===== src/hw/nvsc_pkg.sv =====
package nvsc_pkg;
   // Memory geometry.
   localparam int NVSC_ADDR_W = 9;
   localparam int NVSC_DATA_W = 8;
   localparam int NVSC_DEPTH = 512;
   // Clock rate in MHz (100 MHz, 10 ns period).
   localparam int NVSC_CLK_MHZ = 100;
   // Timing figures in their own units.
   localparam int NVSC_INIT_NS = 20;
   localparam int NVSC_ACCESS_NS = 45;
   localparam int NVSC_SAVE_MS = 10;
   localparam int NVSC_RESTORE_US = 20;
   localparam int NVSC_POWERUP_US = 550;
   // Derived cycle counts (minimum times rounded up).
   localparam int NVSC_INIT_CYC = (NVSC_INIT_NS * NVSC_CLK_MHZ + 999) / 1000;
   localparam int NVSC_ACCESS_CYC = (NVSC_ACCESS_NS * NVSC_CLK_MHZ + 999) / 1000;
   localparam int NVSC_SAVE_CYC = NVSC_SAVE_MS * 1000 * NVSC_CLK_MHZ;
   localparam int NVSC_RESTORE_CYC = NVSC_RESTORE_US * NVSC_CLK_MHZ;
   localparam int NVSC_POWERUP_CYC = NVSC_POWERUP_US * NVSC_CLK_MHZ;
   localparam int NVSC_CNT_W = 24;

   // Host request codes.
   typedef enum logic [1:0] {
      NVSC_OP_READ,
      NVSC_OP_WRITE,
      NVSC_OP_SAVE,
      NVSC_OP_RESTORE
   } nvsc_op_t;

   // Control pins toward the memory, all active low.
   typedef struct packed {
      logic chip_enable_n;
      logic output_enable_n;
      logic write_enable_n;
      logic nonvolatile_enable_n;
   } nvsc_ctl_t;

   localparam nvsc_ctl_t NVSC_CTL_IDLE = 4'hf;
endpackage : nvsc_pkg


===== src/hw/nvsc_host.sv =====
`timescale 1ns/1ps
`default_nettype none
// Notes on behaviour
// - Host keeps address stable across the whole write.
// - Host keeps output enable high during writes to avoid contention.
// - Host enters save state with write enable as the last falling signal.
// - Host holds save state at least 20 ns, then may release.
// - Host holds restore state at least 20 ns, then releases.
// - Host makes no access until the power-up restore time has passed.
// - Host presents no write state when power-up restore ends.
module nvsc_host
   import nvsc_pkg::*;
#(
   parameter int POWERUP_CYC = NVSC_POWERUP_CYC,
   parameter int SAVE_CYC = NVSC_SAVE_CYC,
   parameter int RESTORE_CYC = NVSC_RESTORE_CYC
) (
   input wire logic clk,
   input wire logic rst_n,
   input wire logic req_valid,
   input wire nvsc_op_t req_op,
   input wire logic [NVSC_ADDR_W-1:0] req_addr,
   input wire logic [NVSC_DATA_W-1:0] req_wdata,
   output logic req_ready,
   output logic rsp_valid,
   output logic [NVSC_DATA_W-1:0] rsp_rdata,
   output nvsc_ctl_t mem_ctl,
   output logic [NVSC_ADDR_W-1:0] address_bus,
   output logic [NVSC_DATA_W-1:0] data_bus_o,
   output logic data_bus_oe,
   input wire logic [NVSC_DATA_W-1:0] data_bus_i
);
   typedef enum logic [2:0] {
      NVSC_S_POWERUP, NVSC_S_IDLE, NVSC_S_SETUP, NVSC_S_PULSE, NVSC_S_RELEASE, NVSC_S_WAIT
   } nvsc_state_t;

   // All counts share one counter width; the save figure is the largest and still fits.
   localparam logic [NVSC_CNT_W-1:0] INIT_C = NVSC_CNT_W'(NVSC_INIT_CYC);
   localparam logic [NVSC_CNT_W-1:0] ACC_C = NVSC_CNT_W'(NVSC_ACCESS_CYC);
   localparam logic [NVSC_CNT_W-1:0] PWR_C = NVSC_CNT_W'(POWERUP_CYC);
   localparam logic [NVSC_CNT_W-1:0] SAVE_C = NVSC_CNT_W'(SAVE_CYC);
   localparam logic [NVSC_CNT_W-1:0] REST_C = NVSC_CNT_W'(RESTORE_CYC);
   localparam logic [NVSC_CNT_W-1:0] ONE_C = NVSC_CNT_W'(1);

   nvsc_state_t state;
   nvsc_op_t op;
   logic [NVSC_CNT_W-1:0] cnt;
   logic [NVSC_DATA_W-1:0] rd_s1, rd_s2, rd_s3, rd_q;

   // Three-stage sampler on the returning data bus, which settles outside this clock's control.
   always_ff @(posedge clk) begin
      rd_s1 <= data_bus_i;
      rd_s2 <= rd_s1;
      rd_s3 <= rd_s2;
   end

   // A new byte is accepted only once stages two and three agree.
   // This keeps a bus caught in mid-change out of the read result.
   always_ff @(posedge clk) begin
      if (rd_s2 == rd_s3) begin
         rd_q <= rd_s3;
      end
   end

   // Sequencer: each access goes through setup, strobe, release; nonvolatile ops then wait blind.
   always_ff @(posedge clk) begin
      if (!rst_n) begin
         state <= NVSC_S_POWERUP;
         op <= NVSC_OP_READ;
         cnt <= PWR_C;
         req_ready <= 1'b0;
         rsp_valid <= 1'b0;
         rsp_rdata <= '0;
         mem_ctl <= NVSC_CTL_IDLE;
         address_bus <= '0;
         data_bus_o <= '0;
         data_bus_oe <= 1'b0;
      end else begin
         rsp_valid <= 1'b0;
         case (state)
            NVSC_S_POWERUP: begin
               // Controls stay idle, so no write state exists when the power-up restore ends.
               mem_ctl <= NVSC_CTL_IDLE;
               if (cnt == ONE_C) begin
                  state <= NVSC_S_IDLE;
                  req_ready <= 1'b1;
               end
               cnt <= cnt - ONE_C;
            end
            NVSC_S_IDLE: begin
               if (req_valid) begin
                  req_ready <= 1'b0;
                  op <= req_op;
                  address_bus <= req_addr;
                  data_bus_o <= req_wdata;
                  state <= NVSC_S_SETUP;
                  // Output enable is raised first for writes and saves to keep the bus free.
                  mem_ctl.output_enable_n <= (req_op != NVSC_OP_READ && req_op != NVSC_OP_RESTORE);
                  mem_ctl.nonvolatile_enable_n <= !(req_op == NVSC_OP_SAVE || req_op == NVSC_OP_RESTORE);
                  mem_ctl.write_enable_n <= 1'b1;
                  mem_ctl.chip_enable_n <= 1'b1;
               end
            end
            NVSC_S_SETUP: begin
               // Chip enable falls after the others; for writes and saves write enable falls last.
               mem_ctl.chip_enable_n <= 1'b0;
               data_bus_oe <= (op == NVSC_OP_WRITE);
               cnt <= (op == NVSC_OP_READ) ? ACC_C : INIT_C;
               state <= NVSC_S_PULSE;
            end
            NVSC_S_PULSE: begin
               // The strobe is held for the initiation time, or for the access time on reads.
               if (op == NVSC_OP_WRITE || op == NVSC_OP_SAVE) begin
                  mem_ctl.write_enable_n <= 1'b0;
               end
               if (cnt == ONE_C) begin
                  state <= NVSC_S_RELEASE;
               end
               cnt <= cnt - ONE_C;
            end
            NVSC_S_RELEASE: begin
               // Write enable rises first and ends the write with data still driven.
               mem_ctl.write_enable_n <= 1'b1;
               mem_ctl.chip_enable_n <= (op == NVSC_OP_WRITE) ? 1'b0 : 1'b1;
               if (op == NVSC_OP_READ) begin
                  rsp_rdata <= rd_q;
                  rsp_valid <= 1'b1;
               end
               case (op)
                  NVSC_OP_SAVE: cnt <= SAVE_C;
                  NVSC_OP_RESTORE: cnt <= REST_C;
                  default: cnt <= ONE_C;
               endcase
               state <= NVSC_S_WAIT;
            end
            NVSC_S_WAIT: begin
               // The memory has no ready pin, so this wait is blind and sized for the slowest case.
               mem_ctl <= NVSC_CTL_IDLE;
               data_bus_oe <= 1'b0;
               if (cnt == ONE_C) begin
                  state <= NVSC_S_IDLE;
                  req_ready <= 1'b1;
               end
               cnt <= cnt - ONE_C;
            end
            default: state <= NVSC_S_IDLE;
         endcase
      end
   end

   // Counts the cycles spent in the power-up hold, so its length can be checked from outside the sequencer.
   logic [NVSC_CNT_W-1:0] up_cnt;
   always_ff @(posedge clk) begin
      if (!rst_n) begin
         up_cnt <= '0;
      end else if (state == NVSC_S_POWERUP) begin
         up_cnt <= up_cnt + ONE_C;
      end
   end

   // Pin order and hold checks on what this controller drives toward the memory, plus checks on req_ready and the power-up hold length.
   a_no_drive_on_read: assert property (@(posedge clk) disable iff (!rst_n)
      (!mem_ctl.output_enable_n && !mem_ctl.chip_enable_n) |-> !data_bus_oe)
      else $error("Bus driven while memory outputs enabled.");
   a_write_last_fall: assert property (@(posedge clk) disable iff (!rst_n)
      $fell(mem_ctl.write_enable_n) |-> !mem_ctl.chip_enable_n)
      else $error("Write enable was not the last to fall.");
   a_save_no_oe: assert property (@(posedge clk) disable iff (!rst_n)
      (!mem_ctl.write_enable_n && !mem_ctl.nonvolatile_enable_n) |-> mem_ctl.output_enable_n)
      else $error("Save state with output enable low.");
   a_addr_stable: assert property (@(posedge clk) disable iff (!rst_n)
      !mem_ctl.write_enable_n |-> $stable(address_bus))
      else $error("Address moved during a write.");
   a_powerup_idle: assert property (@(posedge clk) disable iff (!rst_n)
      state == NVSC_S_POWERUP |-> (mem_ctl == NVSC_CTL_IDLE && !req_ready))
      else $error("Activity during power-up restore.");
   a_hold_min: assert property (@(posedge clk) disable iff (!rst_n)
      $fell(mem_ctl.chip_enable_n) && !mem_ctl.nonvolatile_enable_n |-> !mem_ctl.chip_enable_n [*2])
      else $error("Nonvolatile initiation held too briefly.");
   a_busy_wait: assert property (@(posedge clk) disable iff (!rst_n)
      (state == NVSC_S_WAIT && op == NVSC_OP_RESTORE) |-> !req_ready)
      else $error("Ready during restore wait.");
   a_ready_idle: assert property (@(posedge clk) disable iff (!rst_n)
      req_ready |-> mem_ctl == NVSC_CTL_IDLE)
      else $error("Ready while pins not idle.");
   a_save_hold: assert property (@(posedge clk) disable iff (!rst_n)
      $fell(mem_ctl.write_enable_n) && !mem_ctl.nonvolatile_enable_n |-> !mem_ctl.write_enable_n [*2])
      else $error("Save initiation held too briefly.");
   a_save_wait: assert property (@(posedge clk) disable iff (!rst_n)
      (state == NVSC_S_WAIT && op == NVSC_OP_SAVE) |-> !req_ready)
      else $error("Ready during save wait.");
   a_restore_write_high: assert property (@(posedge clk) disable iff (!rst_n)
      (!mem_ctl.nonvolatile_enable_n && !mem_ctl.output_enable_n) |-> mem_ctl.write_enable_n)
      else $error("Write enable low during a restore.");
   a_write_data_held: assert property (@(posedge clk) disable iff (!rst_n)
      (!mem_ctl.write_enable_n && mem_ctl.nonvolatile_enable_n) |-> data_bus_oe)
      else $error("Write data released before the write ended.");
   a_powerup_length: assert property (@(posedge clk) disable iff (!rst_n)
      ($rose(req_ready) && $past(state) == NVSC_S_POWERUP) |-> up_cnt == PWR_C)
      else $error("Power-up hold of the wrong length.");

   // Main scenarios that the bench is expected to reach.
   c_read: cover property (@(posedge clk) rsp_valid);
   c_write: cover property (@(posedge clk) $rose(mem_ctl.write_enable_n) && mem_ctl.nonvolatile_enable_n);
   c_save: cover property (@(posedge clk) state == NVSC_S_WAIT && op == NVSC_OP_SAVE);
   c_restore: cover property (@(posedge clk) state == NVSC_S_WAIT && op == NVSC_OP_RESTORE);
endmodule // nvsc_host
`default_nettype wire


===== config.mk =====
export PLATFORM = sky130hd
export DESIGN_NAME = nvsc_host
export DESIGN_NICKNAME = d
export VERILOG_FILES = /design/src/hw/nvsc_pkg.sv /design/src/hw/nvsc_host.sv
export SDC_FILE = /design/constraint.sdc
export NUM_CORES = 1
export LEC_CHECK = 0
export BUFFER_PORTS_ARGS = -buffer_cell sky130_fd_sc_hd__buf_2
export CORE_MARGIN = 2
export CORE_UTILIZATION = 40
export CTS_BUF_LIST = sky130_fd_sc_hd__clkbuf_4 sky130_fd_sc_hd__clkbuf_8 sky130_fd_sc_hd__clkbuf_16
export DETAILED_ROUTE_END_ITERATION = 6
export SLEW_MARGIN = 15
export SYNTH_ARGS = -nofsm -noshare
export SYNTH_HDL_FRONTEND = slang
export SYNTH_SLANG_ARGS = --single-unit

===== constraint.sdc =====
create_clock -name clk -period 2.5 [get_ports clk]
set_clock_uncertainty 0.15 [all_clocks]
set_input_delay 0.375 -clock clk [delete_from_list [all_inputs] [get_ports clk]]
set_output_delay 0.375 -clock clk [all_outputs]
set_load 0.02 [all_outputs]

# Yosys cells after proc, flatten, opt, wreduce, memory -nomap -nowiden
# Index checks and enable logic that the tools add are counted.
# word_totals
regBits	93
latchBits	0
ramBits	0
mem_bits_ro	0
memories	0
# classes
add_sub_neg	1
multipliers	0
div	0
magnitude_cmp	0
eq_ne	17
n_shift	0
mux	19
n_bitwise	0
reduce_logical	23
# ops
cell	n
$pmux W24 S3	1
$pmux W20 S2	1
$eq A24 B1 Y1 const B	1
$sub A24 B1 Y24 const B	1
$pmux W3 S5	1
$mux W3	4
$reduce_and A2 Y1	5
$reduce_and A3 Y1	3
$eq A2 B2 Y1 const B	4
$eq A8 B8 Y1	1
$ne A2 B2 Y1 const B	4
$pmux W1 S2	4
$eq A3 B2 Y1 const B	2
$eq A3 B3 Y1 const B	2
$reduce_bool A2 Y1	3
$reduce_bool A3 Y1	2
$reduce_or A3 Y1	2
$mux W1	5
$mux W4	1
$pmux W1 S4	1
$reduce_bool A4 Y1	1
$eq A3 B1 Y1 const B	1
$logic_not A3 Y1	1
$pmux W1 S3	1
7 further kinds	8

# Depth between registers and ports, before layout
# depth
ltp_word	5
ltp_mapped	7
ltp_nobuf	6

# Worst setup path after synthesis
# OpenSTA, ideal clock, no wires.
# synth_timing
path_type	flip-flop to flip-flop
startpoint	reg cnt[0]
endpoint	reg state[1]
t_arrival_ns	1.873
t_required_ns	2.234
slack_ns	0.361
stages_incl_launch_ff	6
path_buffers	0
synth_period_minus_slack_ns	2.139
cell_sequence	dfxtp_1 > ha_1 > or4b_2 > nor4b_4 > nand3_1 > a31o_2
# synth_between
elab_chain_len	3
# synth_lines
element	line_no	text
start, declared	nvsc_host.sv:47	logic [NVSC_CNT_W-1:0] cnt;
start signal, assigned	nvsc_host.sv:88	cnt <= cnt - ONE_C;
start signal, assigned	nvsc_host.sv:108	cnt <= (op == NVSC_OP_READ) ? ACC_C : INIT_C;
start signal, assigned	nvsc_host.sv:119	cnt <= cnt - ONE_C;
$eq A24 B1 Y1 *	nvsc_host.sv:84, nvsc_host.sv:116, nvsc_host.sv:140	
$ne A2 B2 Y1 (no source line) or $ne A2 B1 Y1 (tied branches)	-	
$reduce_and A3 Y1 (no source line) *	-	
end signal, assigned	nvsc_host.sv:85	state <= NVSC_S_IDLE;
end signal, assigned	nvsc_host.sv:117	state <= NVSC_S_RELEASE;
end signal, assigned	nvsc_host.sv:141	state <= NVSC_S_IDLE;
end, declared	nvsc_host.sv:45	nvsc_state_t state;
# Every way passes the cells marked *; elsewhere a longest branch is shown, timed or not.
# A chain may end at the register's enable or synchronous reset.

# Worst setup path after layout
# Ends and elaborated chain as after synthesis.

==> metrics.md <==
| Metric | Value |
|---|---|
| Status | `completed` |
| CTS tree | `built` |
| # DRC | `0` |
| Switching power | `0.7413 mW` |
| GP Congestion | `0.8315` |
| Per-cell routed wire length | `13.79 µm` |
| Starting density of the core | `0.4055` |
| Yosys Warn Count | `0` |
| Ports | `62` |
| Initial antenna violation count | `0` |
| Die Span Y | `102.9 µm` |
| Vias in the first global route | `3178` |
| CP arrival | `2430 ps` |
| Worst-Margin Slew | `838.3 ps` |
| Later-pin clock latency in the skew report | `370 ps` |
| Largest net degree at the start of global routing | `35` |
| Synth top area share | `0.4353` |
| Num CTS Buffers | `9` |
| Post-synthesis async set-or-reset flop share | `0` |
| GRT Residual Overflow | `0` |
| Synth Area in Compound Gates | `0.1610` |
| Synth cell types | `55` |
| Core footprint | `0.009639 mm²` |
| Hold Path Class | `input port to flip-flop` |
| Layout net count | `537` |
| Antenna Violating Nets Remaining | `0` |
| Yosys reg bits | `93` |
| Setup crit start kind | `flip-flop` |
| Min Tclk post-route | `2315 ps` |
| DRT Pass-1 Iters | `4` |
| Final Max Slew Viols | `0` |
| Fmax | `432.0 MHz` |
| Main combinational cell family by area after synthesis | `simple AND/OR/NAND/NOR gates` |
| Top post-synthesis cells by area | `dfxtp_1, nand2_1, edfxtp_1` |
| HPWL Detailed | `6033 µm` |
| Final wirelength | `8786 µm` |
| Port bufs | `61` |
| Cell type with the largest total area after synthesis | `dfxtp_1` |
| Synth Instances | `429` |
| Slew margin rel. | `0.4412` |
| XOR/XNOR share of the synthesized area | `0.02689` |
| Most common flop cell mapped by yosys | `dfxtp_1` |
| Clock slew at reported path FFs | `100 ps` |
| Clk network pwr share | `0.366` |
| Final setup vio count | `0` |
| Crit end category | `flip-flop` |
| Global-route wire length before repair | `14810 µm` |
| Row cnt | `36` |
| Adder-cell share of the synthesized area | `0.02561` |
| Total negative slack | `0 ps` |
| Sequential share of the synthesized area | `0.4968` |
| RSZ-0062 raised after global routing | `false` |
| DIE AREA | `0.01058 mm²` |
| CTS sink count | `93` |
| FILL cells | `989` |
| Layout area overhead | `19.88%` |
| N_diodes | `0` |
| Cell-internal power | `2.033 mW` |
| Setup CP Type | `flip-flop to flip-flop` |
| Comb pwr share | `0.067` |
| WHS | `82.09 ps` |
| Die X | `102.9 µm` |
| PostCTS Resize Cnt | `0` |
| DRT iter0 DRCs | `193` |
| Seq pwr share | `0.567` |
| Vias per cell | `5.209` |
| Htree depth | `3` |
| Period utilization | `0.9260` |
| CP max FO | `6` |
| Synth Area in Simple Gates | `0.2404` |
| Power Density | `592.0 mW/mm²` |
| Post-Syn Area per Cell | `9.111 µm²` |
| Final Total Pwr | `2.774 mW` |
| Sw Ratio | `0.2672` |
| Overall Global Routing Usage | `0.1782` |
| Share of layout cells above drive strength 1 | `0.2163` |
| Post-synth EDFFs | `8` |
| Critical path required time | `2620 ps` |
| Final Hold Viols | `0` |
| Clk root buf | `clkbuf_8` |
| Deepest clock path buffer count | `2` |
| Post-synth net total | `467` |
| Post-Syn Area | `0.003909 mm²` |
| Mux share of post-synthesis cell area | `0.01889` |
| Max_cap viols | `0` |
| Leakage | `1.788 nW` |
| VDD IR max | `0.3822 mV` |
| Routed vias | `3318` |
worst paths after layout:
path              slack (ps)                     endpoint  cells past startpoint                start
hold reg to reg          170             rd_s2[5]$_DFF_P_                      0     rd_s1[5]$_DFF_P_
setup reg to reg         180        state[1]$_SDFFE_PN0P_                      5  cnt[0]$_SDFFE_PN0P_
hold / removal            80  address_bus[0]$_SDFFE_PN0P_                      3          req_addr[0]
setup / recovery         180        state[1]$_SDFFE_PN0P_                      5  cnt[0]$_SDFFE_PN0P_
worst max-delay path, stage by stage (launching register included):
cell and delay [ps]:
dfxtp_1 460, ha_1 180, or4b_2 630, nor4b_4 370
nand3_1 170, a31o_2 270
metal layers:
layer,vias to the layer above,part of all wire,global-route usage,wire length [µm]
met5,-,0,0,0
met4,0,0.015,0.06377,133
met3,9,0.054,0.04610,477
met2,92,0.47,0.2931,4093
met1,1533,0.46,0.2273,4082
li1,1684,-,-,-
cells by family after synthesis:
family / Yosys count
compound gates: 99
xor+xnor: 12
buf+inv: 31
simple gates: 179
fa+ha+maj: 8
flops: 93
mux: 7
area by class of cell:
cell class	count	area (µm²)	share of cell area
flip-flops and latches	93	1942	0.4144
inverters	8	30.03	0.006409
clock inverters	7	86.33	0.01842
multi-input cells	305	1854	0.3957
repair buffers	82	483.0	0.1031
well taps	133	166.4	0.03551
clock buffers	9	123.9	0.02644
layout by cell type, fill, tap and decap left out, drive strengths merged, types with 3 or more instances in the layout:
cell and instances:
and2 4, dfxtp 85, nor2b 5, nand2b 10, o211ai 5, nand3 11
o311ai 4, o21ai 12, nor4 12, xnor2 9, clkinv 4, edfxtp 8
xor2 3, mux2i 4, a21oi 44, a21o 3, or2 6, or3 6
nand2 70, o31ai 3, a211oi 4, mux2 3, clkbuf 9, or4 9
inv 11, dlygate4sd3 8, buf 74, nand4 7, nor2 18, ha 8
nor3 9
what timing repair did:
action                    in CTS  in global routing
hold endpoints to repair       8                  0
hold buffers                   8                  0
setup buffers                  0                  0
synth_stat cells, types with 5 or more instances:
library cell,number
a21oi_1,44
xnor2_1,9
nor3_1,9
ha_1,8
or4_1,7
nand2_1,70
dfxtp_1,85
o21ai_0,12
nand2b_1,10
edfxtp_1,8
nor2b_1,5
inv_1,8
nor2_1,18
or3_1,6
o211ai_1,5
nand4_1,7
clkbuf_1,20
nor4_1,12
nand3_1,11
or2_2,6
flip-flops by register name, indices dropped and copies added (netlist names), 3 cells and up:
signal	flops
cnt	24
address_bus	9
data_bus_o	8
rd_q	8
rd_s1	8
rd_s2	8
rd_s3	8
rsp_rdata	8
mem_ctl	4
state	3
per-stage QoR:
stage | utilization | cell area [µm²] | setup slack [ps] | instances
floorplan | - | 3909 | 361.2 | 429
global placement | 0.4560 | 4395 | 286.9 | 613
detailed placement | 0.4560 | 4395 | 202.6 | 613
CTS | 0.4861 | 4686 | 182.9 | 637
global route | 0.4861 | 4686 | 79.28 | 637
finish | 0.4861 | 4686 | 184.9 | 637
power by group through the flow:
stage	registers (mW)	clock network, mW	logic (mW)
2_1_floorplan	1.60	0	0.123
3_3_place_gp	1.61	0	0.173
3_5_place_dp	1.61	0	0.175
4_1_cts	1.57	1.06	0.186
5_1_grt	1.58	1.11	0.209
6_report	1.57	1.01	0.187
Power figures use the tool's default switching activity.
